`config.mk`:
```
export PLATFORM = sky130hd
export DESIGN_NAME = crce_engine
export DESIGN_NICKNAME = d
export VERILOG_FILES = /design/src/shared/crce_pkg.sv /design/src/verilog/crce_engine.sv /design/src/verilog/crce_step.sv /design/src/verilog/crce_flash_port.sv
export VERILOG_INCLUDE_DIRS = /design/src /design/src/shared
export SDC_FILE = /design/constraint.sdc
export NUM_CORES = 1
export LEC_CHECK = 0
export ABC_AREA = 1
export BUFFER_PORTS_ARGS = -buffer_cell sky130_fd_sc_hd__buf_2
export CAP_MARGIN = 0
export CORE_ASPECT_RATIO = 2
export CORE_MARGIN = 3
export CORE_UTILIZATION = 30
export DETAILED_ROUTE_END_ITERATION = 10
export PLACE_DENSITY = 0.45
export REMOVE_ABC_BUFFERS = 1
export SLEW_MARGIN = 20
export SYNTH_ARGS = -nofsm -noshare
export SYNTH_HDL_FRONTEND = slang
export SYNTH_SLANG_ARGS = --single-unit
```
`constraint.sdc`:
```
create_clock -name core_clk -period 3.8 [get_ports core_clk]
set_input_delay 0 -clock core_clk [delete_from_list [all_inputs] [get_ports core_clk]]
set_output_delay 0 -clock core_clk [all_outputs]
set_load 0.02 [all_outputs]
```
`src/shared/crce_defs.svh`:
```
// constants of the crc engine: field positions, reset values, polynomials, sector size
`ifndef CRCE_DEFS_SVH
`define CRCE_DEFS_SVH
`define CRCE_POLY16         16'h1021
`define CRCE_POLY32_REFL    32'hEDB88320
`define CRCE_INIT_ONES      32'hFFFFFFFF
`define CRCE_INIT_ZEROS     32'h00000000
`define CRCE_CTRL_SEL_BIT   4
`define CRCE_CTRL_INIT_BIT  3
`define CRCE_CTRL_VAL_BIT   2
`define CRCE_AUTO_EN_BIT    7
`define CRCE_AUTO_DONE_BIT  6
`define CRCE_SECTOR_BYTES   1024
`define CRCE_SECTOR_SHIFT   10
`define CRCE_AUTO_RESET     8'h40
`define CRCE_CTRL_RESET     8'h00
`define CRCE_CNT_RESET      8'h00
`endif

```
`src/shared/crce_pkg.sv`:
```
// types of the crc engine
package crce_pkg;
  typedef enum logic [1:0] {
    CRCE_IDLE  = 2'b00,
    CRCE_FETCH = 2'b01,
    CRCE_FOLD  = 2'b10
  } crce_state_type;

  // one special-function-register access from the cpu
  typedef struct packed {
    logic       wr_ctrl;
    logic       wr_input;
    logic       wr_data;
    logic       rd_data;
    logic       wr_auto;
    logic       wr_count;
    logic [7:0] wdata;
  } crce_sfr_type;
endpackage : crce_pkg

```
`src/verilog/crce_engine.sv`:
```
// crc engine top: sfr file, result pointer, automatic flash sweep
`timescale 1ns/100ps
`include "crce_defs.svh"

// Notes on behaviour
// - 16-bit mode msb-first, poly 0x1021
// - 16-bit: byte xored into upper byte
// - 16-bit: eight left shifts with poly
// - 32-bit mode reflected poly 0x04C11DB7
// - 32-bit: byte xored into low byte
// - 32-bit: eight right shifts, xor 0xEDB88320
// - select 0 picks 32-bit, 1 picks 16-bit
// - init select: zeros or ones start value
// - init bit write loads start value
// - each input write outside a sweep folds one byte
// - sector count, 1024 bytes per sector
// - control write with enable starts sweep
// - cpu stalled until sweep completes
// - result is 32 or 16 bits wide
// - data access hits pointed byte, increments
// - result held unless init, write, input, sweep fold
// - 16-bit pointer wraps bytes 0 and 1
module crce_engine #(
  parameter int ADDR_W = 17,  // flash byte address width
  parameter int PAGE_W = 6,   // start page field width
  parameter int CNT_W  = 8    // sector count width
) (
  input  wire logic                 core_clk,     // system clock, 25 MHz
  input  wire logic                 rstn,         // async reset, low active
  input  wire crce_pkg::crce_sfr_type sfr,        // sfr write/read strobes and data
  input  wire logic [1:0]           bank_select,  // code bank select for upper addresses
  output      logic [7:0]           crc_control_reg,   // control readback
  output      logic [7:0]           crc_input_reg,     // last input byte
  output      logic [7:0]           result_access_reg, // byte under the pointer
  output      logic [7:0]           auto_control_reg,  // automatic control readback
  output      logic [7:0]           sector_count_reg,  // sector count readback
  output      logic                 cpu_stall,    // hold instruction execution
  output      logic                 flash_rd,     // flash read strobe
  output      logic [ADDR_W-1:0]    flash_addr,   // flash byte address
  input  wire logic [7:0]           flash_rdata   // flash read data
);
  ////////////////////////////////////////////////////////////////////////////
  // registers
  logic [31:0]             result_q, result_d;
  logic                    poly_select_q;
  logic                    init_value_select_q;
  logic [1:0]              result_byte_pointer_q, result_byte_pointer_d;
  logic [7:0]              input_q;
  logic                    auto_flash_enable_q;
  logic                    done_q, done_d;
  logic [PAGE_W-1:0]       start_page_q;
  logic [CNT_W-1:0]        count_q;
  crce_pkg::crce_state_type state_q, state_d;
  logic [ADDR_W-1:0]       addr_q, addr_d;
  logic [CNT_W+`CRCE_SECTOR_SHIFT-1:0] left_q, left_d;

  ////////////////////////////////////////////////////////////////////////////
  // decode
  wire        busy        = (state_q != crce_pkg::CRCE_IDLE);
  wire        start_auto  = sfr.wr_ctrl && auto_flash_enable_q && !busy
                            && (count_q != '0);
  wire        do_init     = sfr.wr_ctrl && sfr.wdata[`CRCE_CTRL_INIT_BIT];
  wire        new_sel16   = sfr.wr_ctrl ? sfr.wdata[`CRCE_CTRL_SEL_BIT] : poly_select_q;
  wire        new_val     = sfr.wr_ctrl ? sfr.wdata[`CRCE_CTRL_VAL_BIT]
                                        : init_value_select_q;
  wire [31:0] init_value  = new_val ? `CRCE_INIT_ONES : `CRCE_INIT_ZEROS;
  wire [31:0] init_sized  = new_sel16 ? {16'h0000, init_value[15:0]}
                                      : init_value;
  wire [1:0]  ptr_eff     = poly_select_q ? {1'b0, result_byte_pointer_q[0]}
                                          : result_byte_pointer_q;
  wire [7:0]  ptr_byte    = result_q[8*ptr_eff +: 8];
  wire        ptr_access  = sfr.wr_data || sfr.rd_data;

  wire        rvalid;
  wire [7:0]  rbyte;
  wire        fold_auto   = (state_q == crce_pkg::CRCE_FOLD) && rvalid;
  wire        fold_any    = (sfr.wr_input && !busy) || fold_auto;
  wire [7:0]  fold_byte   = fold_auto ? rbyte : sfr.wdata;
  wire [31:0] fold_result;

  wire [ADDR_W-1:0] start_addr = ADDR_W'({bank_select, start_page_q,
                                 {`CRCE_SECTOR_SHIFT{1'b0}}});
  wire [CNT_W+`CRCE_SECTOR_SHIFT-1:0] start_left =
       {count_q, {`CRCE_SECTOR_SHIFT{1'b0}}};
  wire fetch_req = (state_q == crce_pkg::CRCE_FETCH);

  ////////////////////////////////////////////////////////////////////////////
  // byte fold and flash port
  crce_step u_step (
    .sel16   (poly_select_q),
    .crc_in  (result_q),
    .data_in (fold_byte),
    .crc_out (fold_result)
  );

  crce_flash_port #(.ADDR_W(ADDR_W)) u_flash (
    .core_clk    (core_clk),
    .rstn        (rstn),
    .req         (fetch_req),
    .addr        (addr_q),
    .flash_rd    (flash_rd),
    .flash_addr  (flash_addr),
    .flash_rdata (flash_rdata),
    .rvalid      (rvalid),
    .rdata       (rbyte)
  );

  ////////////////////////////////////////////////////////////////////////////
  // result next value: init beats byte write beats fold; otherwise held
  always_comb begin
    result_d = result_q;
    if (do_init) begin
      result_d = init_sized;
    end else if (sfr.wr_data && !busy) begin
      result_d[8*ptr_eff +: 8] = sfr.wdata;
    end else if (fold_any) begin
      result_d = fold_result;
    end
  end

  always_comb begin
    result_byte_pointer_d = result_byte_pointer_q;
    if (sfr.wr_ctrl) begin
      result_byte_pointer_d = sfr.wdata[1:0];
    end else if (ptr_access && !busy) begin
      result_byte_pointer_d = result_byte_pointer_q + 2'b01;
    end
  end

  ////////////////////////////////////////////////////////////////////////////
  // automatic sweep: fetch one byte, fold it, advance
  always_comb begin
    state_d = state_q;
    addr_d  = addr_q;
    left_d  = left_q;
    done_d  = done_q;
    case (state_q)
      crce_pkg::CRCE_IDLE: begin
        if (start_auto) begin
          state_d = crce_pkg::CRCE_FETCH;
          addr_d  = start_addr;
          left_d  = start_left;
          done_d  = 1'b0;
        end
      end
      crce_pkg::CRCE_FETCH: begin
        state_d = crce_pkg::CRCE_FOLD;
      end
      crce_pkg::CRCE_FOLD: begin
        if (rvalid) begin
          addr_d = addr_q + ADDR_W'(1);
          left_d = left_q - 1'b1;
          if (left_q == {{(CNT_W+`CRCE_SECTOR_SHIFT-1){1'b0}}, 1'b1}) begin
            state_d = crce_pkg::CRCE_IDLE;
            done_d  = 1'b1;
          end else begin
            state_d = crce_pkg::CRCE_FETCH;
          end
        end
      end
      default: begin
        state_d = crce_pkg::CRCE_IDLE;
      end
    endcase
  end

  ////////////////////////////////////////////////////////////////////////////
  // flip-flops
  always_ff @(posedge core_clk or negedge rstn) begin
    if (!rstn) begin
      result_q              <= `CRCE_INIT_ZEROS;
      result_byte_pointer_q <= 2'b00;
      state_q               <= crce_pkg::CRCE_IDLE;
      addr_q                <= '0;
      left_q                <= '0;
      done_q                <= 1'b1;
    end else begin
      result_q              <= result_d;
      result_byte_pointer_q <= result_byte_pointer_d;
      state_q               <= state_d;
      addr_q                <= addr_d;
      left_q                <= left_d;
      done_q                <= done_d;
    end
  end

  always_ff @(posedge core_clk or negedge rstn) begin
    if (!rstn) begin
      poly_select_q       <= 1'b0;
      init_value_select_q <= 1'b0;
    end else if (sfr.wr_ctrl) begin
      poly_select_q       <= sfr.wdata[`CRCE_CTRL_SEL_BIT];
      init_value_select_q <= sfr.wdata[`CRCE_CTRL_VAL_BIT];
    end
  end

  always_ff @(posedge core_clk or negedge rstn) begin
    if (!rstn) begin
      input_q <= 8'h00;
    end else if (sfr.wr_input && !busy) begin
      input_q <= sfr.wdata;
    end
  end

  always_ff @(posedge core_clk or negedge rstn) begin
    if (!rstn) begin
      auto_flash_enable_q <= 1'b0;
      start_page_q        <= '0;
    end else if (sfr.wr_auto && !busy) begin
      auto_flash_enable_q <= sfr.wdata[`CRCE_AUTO_EN_BIT];
      start_page_q        <= sfr.wdata[PAGE_W-1:0];
    end
  end

  always_ff @(posedge core_clk or negedge rstn) begin
    if (!rstn) begin
      count_q <= '0;
    end else if (sfr.wr_count && !busy) begin
      count_q <= sfr.wdata[CNT_W-1:0];
    end
  end

  ////////////////////////////////////////////////////////////////////////////
  // outputs
  assign cpu_stall         = busy || start_auto;
  assign crc_control_reg   = {3'b000, poly_select_q, 1'b0, init_value_select_q,
                              result_byte_pointer_q};
  assign crc_input_reg     = input_q;
  assign result_access_reg = ptr_byte;
  assign auto_control_reg  = 8'({auto_flash_enable_q, done_q, start_page_q});
  assign sector_count_reg  = 8'(count_q);
endmodule : crce_engine

```
`src/verilog/crce_step.sv`:
```
// one-byte fold of either crc algorithm, combinational
`timescale 1ns/100ps
`include "crce_defs.svh"
module crce_step (
  input  wire logic        sel16,    // 1: 16-bit msb-first, 0: reflected 32-bit
  input  wire logic [31:0] crc_in,   // current result
  input  wire logic [7:0]  data_in,  // byte to fold
  output      logic [31:0] crc_out   // result after the byte
);
  logic [15:0] c16 [0:8];
  logic [31:0] c32 [0:8];

  assign c16[0] = crc_in[15:0] ^ {data_in, 8'h00};
  assign c32[0] = crc_in ^ {24'h000000, data_in};

  genvar i;
  generate
    for (i = 0; i < 8; i++) begin : g_bit
      assign c16[i+1] = c16[i][15] ? ({c16[i][14:0], 1'b0} ^ `CRCE_POLY16)
                                   : {c16[i][14:0], 1'b0};
      assign c32[i+1] = c32[i][0] ? ({1'b0, c32[i][31:1]} ^ `CRCE_POLY32_REFL)
                                  : {1'b0, c32[i][31:1]};
    end
  endgenerate

  assign crc_out = sel16 ? {16'h0000, c16[8]} : c32[8];
endmodule : crce_step

```
`src/verilog/crce_flash_port.sv`:
```
// flash read port for the automatic mode: registered address, rvalid three cycles after req
`timescale 1ns/100ps
module crce_flash_port #(
  parameter int ADDR_W = 17
) (
  input  wire logic              core_clk,   // system clock
  input  wire logic              rstn,       // async reset, low active
  input  wire logic              req,        // read request this cycle
  input  wire logic [ADDR_W-1:0] addr,       // byte address
  output      logic              flash_rd,   // read strobe to the array
  output      logic [ADDR_W-1:0] flash_addr, // address to the array
  input  wire logic [7:0]        flash_rdata,// array data, valid cycle after strobe
  output      logic              rvalid,     // read data valid
  output      logic [7:0]        rdata       // registered read data
);
  logic              rd_q;
  logic [ADDR_W-1:0] addr_q;
  logic              pend_q;
  logic              val_q;
  logic [7:0]        data_q;

  always_ff @(posedge core_clk or negedge rstn) begin
    if (!rstn) begin
      rd_q   <= 1'b0;
      addr_q <= '0;
    end else begin
      rd_q   <= req;
      addr_q <= req ? addr : addr_q;
    end
  end

  always_ff @(posedge core_clk or negedge rstn) begin
    if (!rstn) begin
      pend_q <= 1'b0;
      val_q  <= 1'b0;
      data_q <= 8'h00;
    end else begin
      // array answers in the cycle after the strobe, so capture one edge later
      pend_q <= rd_q;
      val_q  <= pend_q;
      data_q <= pend_q ? flash_rdata : data_q;
    end
  end

  assign flash_rd   = rd_q;
  assign flash_addr = addr_q;
  assign rvalid     = val_q;
  assign rdata      = data_q;
endmodule : crce_flash_port

```
Yosys cells after proc, flatten, opt, wreduce, memory -nomap -nowiden:

Cells that the tools add are included.
Widths: inputs -> output; s select.

* reductions and logical operators: 23
* bitwise logic cells: 18
* eq/ne operators: 6
* muxes and demuxes: 43
* shift-type cells: 3
* $add $sub $neg: 4

Operators by type and width (number)
* $mux 32: 14
* $not 13->14: 8
* $mux 13: 8
* $mux 18: 2
* $pmux 18 s2: 1
* $mux 17: 2
* $neg 5->34: 1
* $pmux 17 s2: 1
* $shift 8x34->32 const A: 1
* $shiftx 8x34->32: 1
* $bwmux 32: 1
* $shiftx 32x6->8: 1
* $xor 32x8->32: 1
* $not 3->3: 8
* $eq 18x1->1 const B: 1
* $sub 18x1->18 const B: 1
* $add 17x1->17 const B: 1
* $xor 16x16->16: 1
* $logic_and 1x1->1: 10
* $mux 2: 5
* $mux 8: 1
* $reduce_bool 8->1: 1
* $mux 1: 6
* $pmux 2 s3: 1
* other kinds (14): 19

* bits of input ports: 26
* output and inout port bits: 59
* logic and storage cells: 114
* bits in registers: 125

Logic depth before layout (Yosys ltp):

* word-level depth: 24
* mapped depth: 17
* depth with buffers taken out: 16

Cells and area by module:

From an unflattened synthesis, not the netlist that was laid out.

* cells, all modules: 1264
* area, all modules: 8548.2 um2

Modules (own cells, without submodules)
* crce_engine: area each 5885.6 um2, times used 1, cells each 832
* crce_step: area each 1601.5 um2, times used 1, cells each 323
* crce_flash_port: area each 1061.0 um2, times used 1, cells each 109

Worst setup path after synthesis:

OpenSTA, ideal clock, no wires.

* path type: flip-flop to flip-flop
* start: register poly_select_q
* end: register result_q[9]
* path buffers: 2
* library setup time: 0.087 ns
* path slack: 1.170 ns
* data required time: 3.713 ns
* stages on the path, launching flop included: 12
* clock period less this slack: 2.630 ns
* arrival: 2.543 ns
* cells stage by stage: dfrtp_1 clkbuf_1 nor2_1 clkbuf_1 inv_1 ha_1 inv_1 nor3_1 nand2_1 a21oi_1 o221ai_1 a22oi_1

* longest elaborated chain between the ends: 6
* elaborated cells between the ends (all ways): 9
* those cells by class: add/sub (1); shift (2); mux (6)

RTL lines
* from (decl): line crce_engine.sv:45 `logic poly_select_q;`
* from (signal assigned): line crce_engine.sv:192 `` poly_select_q <= sfr.wdata[`CRCE_CTRL_SEL_BIT]; ``
* $mux 2: line crce_engine.sv:69 `wire [1:0] ptr_eff = poly_select_q ? {1'b0, result_byte_pointer_q[0]}`
* $neg 5->34: line crce_engine.sv:115 `result_d[8*ptr_eff +: 8] = sfr.wdata;`
* $shiftx 8x34->32 or $shift 8x34->32 (tied branches): line crce_engine.sv:115
* $bwmux 32: line crce_engine.sv:115
* $mux 32 *: line crce_engine.sv:114 `end else if (sfr.wr_data && !busy) begin`
* $mux 32 *: line crce_engine.sv:112 `if (do_init) begin`
* to (signal assigned): line crce_engine.sv:171 `` result_q <= `CRCE_INIT_ZEROS; ``
* to (signal assigned): line crce_engine.sv:178 `result_q <= result_d;`
* to (decl): line crce_engine.sv:44 `logic [31:0] result_q, result_d;`

Every way passes the cells marked *; elsewhere a longest branch is shown, timed or not. The select of a mux whose other input is x is not followed.
A chain may end at the register's enable or synchronous reset.

Worst setup path after layout:

* start: register state_q[1]
* end: register result_q[29]

* longest elaborated chain between the ends: 18
* elaborated cells between the ends (all ways): 26
* those cells by class: eq/ne (1); mux (13); bitwise (5); reduce/logical (7)

RTL lines
* from (decl): line crce_engine.sv:53 `crce_pkg::crce_state_type state_q, state_d;`
* from (signal assigned): line crce_engine.sv:173 `state_q <= crce_pkg::CRCE_IDLE;`
* from (signal assigned): line crce_engine.sv:180 `state_q <= state_d;`
* $eq 2x2->1: line crce_engine.sv:76 `wire fold_auto = (state_q == crce_pkg::CRCE_FOLD) && rvalid;`
* $logic_and 1x1->1: line crce_engine.sv:76
* $mux 8: line crce_engine.sv:78 `wire [7:0] fold_byte = fold_auto ? rbyte : sfr.wdata;`
* $xor 32x8->32: line crce_step.sv:14 `assign c32[0] = crc_in ^ {24'h000000, data_in};`
* $mux 32 or $not 13->14 (tied branches)
* $mux 32 (5 in series): line crce_step.sv:21 `` assign c32[i+1] = c32[i][0] ? ({1'b0, c32[i][31:1]} ^ `CRCE_POLY32_REFL) ``
* $not 13->14 (no line) or $mux 32 (tied branches)
* $mux 32: line crce_step.sv:21
* $not 13->14 (no line)
* $mux 32: line crce_step.sv:21
* $mux 32: line crce_step.sv:26 `assign crc_out = sel16 ? {16'h0000, c16[8]} : c32[8];`
* $mux 32: line crce_engine.sv:116 `end else if (fold_any) begin`
* $mux 32: line crce_engine.sv:114
* $mux 32: line crce_engine.sv:112

Several ways; a longest one is shown, not always the timed one. The select of a mux whose other input is x is not followed.

==> out/summary.txt <==
status = completed
Largest regs = result_q: 32 flops, left_q: 18 flops
share of cells above drive strength 1 = 16.11%
Pleak = 0.004888 uW
crit-path max cell delay = 0.57 ns
All-Layer GR Usage = 21.95%
worst relative slew slack = 41.38%
final slew viol count = 0
Cell Chain, Critical Path = buf_4 -> nor2_8 -> nand2_4 -> inv_2 -> nor2_2 -> clkinv_1 -> nor2_2 -> nand2_1 -> o211ai_1 -> o21ai_0 -> inv_1
Reg2Reg Setup Slack = 1.05 ns
max-cap violations = 0
measured slew at the worst slew-check pin = 0.8783 ns
Critical Path End Type = flip-flop
drt drc = 0
FMAX = 0.3634 GHz
pin count of the biggest net entering global routing = 77
clk_lat worst skew = 0.43 ns
commonest non-fill, non-tap cell in the layout = nand2_1
kind of critical path = reg2reg
Ports = 85
Starting Density = 30.57%
Worst Path Arrival = 3.12 ns
hold wc startpoint = sfr[12]
hold path cells = 5
asr flop ratio synth = 100.0%
Final Skew = 0.007539 ns
global placer's final weighted congestion = 0.9259
die width = 123.3 um
DRT iter0 DRCs = 523
max FFs per register = 32
clock slew at reported path FFs = 0.06 ns
HP Class = in2reg
CTS tree = done
Die H = 240.6 um
initial antenna violation count = 0
root buffer cell = clkbuf_16
vias in the first global route = 8060
# setup viols final = 0
pwr dens = 957.8 mW/mm^2
critical path launch point type = flip-flop
Tcrit/Tclk final = 72.42%
routed wire length = 31730 um
PostCTS Resize Cnt = 0
DP Area = 0.009096 sq mm
first-pass GRT wire length = 47500 um
gr ovfl total = 0
# clock sinks = 125
hold_buf cts = 20
reg2reg end = result_q[29]
wire per inst = 19.73 um
setup TNS = 0 ns
Hold EP = crc_input_reg[3]
RSZ-0062 raised after global routing = false
Fin. Hold Viols = 0
worst path required time = 4.17 ns
Site Rows = 85
Post-synth EDFFs = 0
Post-CTS Setup Inserts = 0
Die Area = 0.02967 sq mm
Mapped Area = 0.008258 sq mm
final non-filler cell area = 0.009833 sq mm
sequential fraction of the synthesis area = 37.89%
HPWL reported at the end of detailed placement = 24910 um
drt via density = 5.027
CP dominant cell by count = nor2_2
Top reg by flops = result_q
reg2reg start = state_q[1]
critical path peak fanout = 10
Synth Flop Type = dfrtp_1
Tmin final = 2.752 ns
Syn Area/Cell = 7.244 sq um
Placeable Area = 0.02701 sq mm
first-pass iteration count of the detailed router = 8
Port Buffers = 79
Synth cell types = 47
Synth warnings = 0
CP max-delay cell = dfrtp_1
R2R cell count = 11
H-tree Lvls = 4
antenna viol nets, final = 0
highest-count cells in the layout ignoring fill and taps = 294 x nand2_1, 124 x dfrtp_1, 119 x inv_1
Num CTS Buffers = 17
maximum VDD drop = 0.0003723 V
nets@finish = 1281
Area Growth Syn to Fin = 19.08%
Antenna diodes = 0
synthesized instance count = 1140
via count = 8083
CTS Buffer Depth = 2
flop and latch count out of synthesis = 125
-- cell usage after synthesis, types with 11 or more instances --
master | number | area share (%)
o21ai_0 | 98 | 5.9
nand4_1 | 15 | 1.1
nor3_1 | 11 | 0.67
dfrtp_1 | 124 | 38
nand2_1 | 294 | 13
clkbuf_1 | 25 | 1.1
a21oi_1 | 66 | 4.0
a22oi_1 | 13 | 1.2
nor2_1 | 77 | 3.5
nand3_1 | 101 | 6.1
nand2_2 | 29 | 2.2
inv_1 | 119 | 5.4
xor2_1 | 38 | 4.0
nand2_4 | 18 | 2.5
-- critical path: cells and delay by family, from the launching register on --
kind | cells | cell delay [ns]
flip-flops | 1 | 0.57
AO/OA/AOI/OAI | 2 | 0.31
buffers and inverters | 4 | 0.76
AND/OR/NAND/NOR | 5 | 1.04
-- kinds of logic after synthesis --
group           share of synthesized area (%)
simple gates                            31.39
compound gates                          15.26
buf+inv                                 8.394
flops                                   37.89
xor+xnor                                5.273
fa+ha+maj                               1.061
mux                                    0.6818
other cells                           0.04541
-- stage by stage --
stage	power [uW]	hold WS [ns]	std cells	setup slack (ns)	utilization, %
6_report	9418	0.04141	1608	1.048	36.40
2_1_floorplan	5969	-0.2956	1103	1.087	-
3_3_place_gp	7844	0.1177	1557	1.063	33.67
3_5_place_dp	7878	0.1117	1557	1.054	33.67
5_1_grt	10180	0.04948	1608	0.8273	36.40
4_1_cts	9494	0.01415	1608	1.018	36.40
-- layer usage --
metal	wire, um	track usage (%)	vias up	share of wire [%]
met5	0	0	-	0
met2	17200	40.85	223	54
met1	10880	20.68	3794	34
met3	938	3.612	100	3.0
met4	2708	17.01	0	8.5
li1	-	-	3966	-
-- worst max path at each step --
stage / from / to / cells past startpoint
after CTS: state_q[1] / result_q[29] / 11
after floorplan: result_byte_pointer_q[0] / result_q[9] / 8
after global routing: state_q[1] / result_q[29] / 11
after global placement: state_q[1] / result_q[29] / 11
final: state_q[1] / result_q[29] / 11
after detailed placement: state_q[1] / result_q[29] / 11
-- cell type report --
| class | instances | area [sq um] |
|---|---|---|
| inverter | 126 | 480.5 |
| clock inverter | 7 | 65.06 |
| sequential | 125 | 3129 |
| clock buffer | 24 | 471.7 |
| fill | 2933 | 17180 |
| tap | 348 | 435.4 |
| timing repair buffer | 126 | 804.5 |
| multi-input combinational | 852 | 4447 |
-- power by group --
group / leakage [uW] / total [uW] / switching (uW) / internal, uW
sequential: 0.00157 / 2510 / 587 / 1920
combinational: 0.00306 / 5370 / 3630 / 1740
clock: 0.000260 / 1540 / 616 / 925
Note: power is estimated with default switching activity, not from simulation.
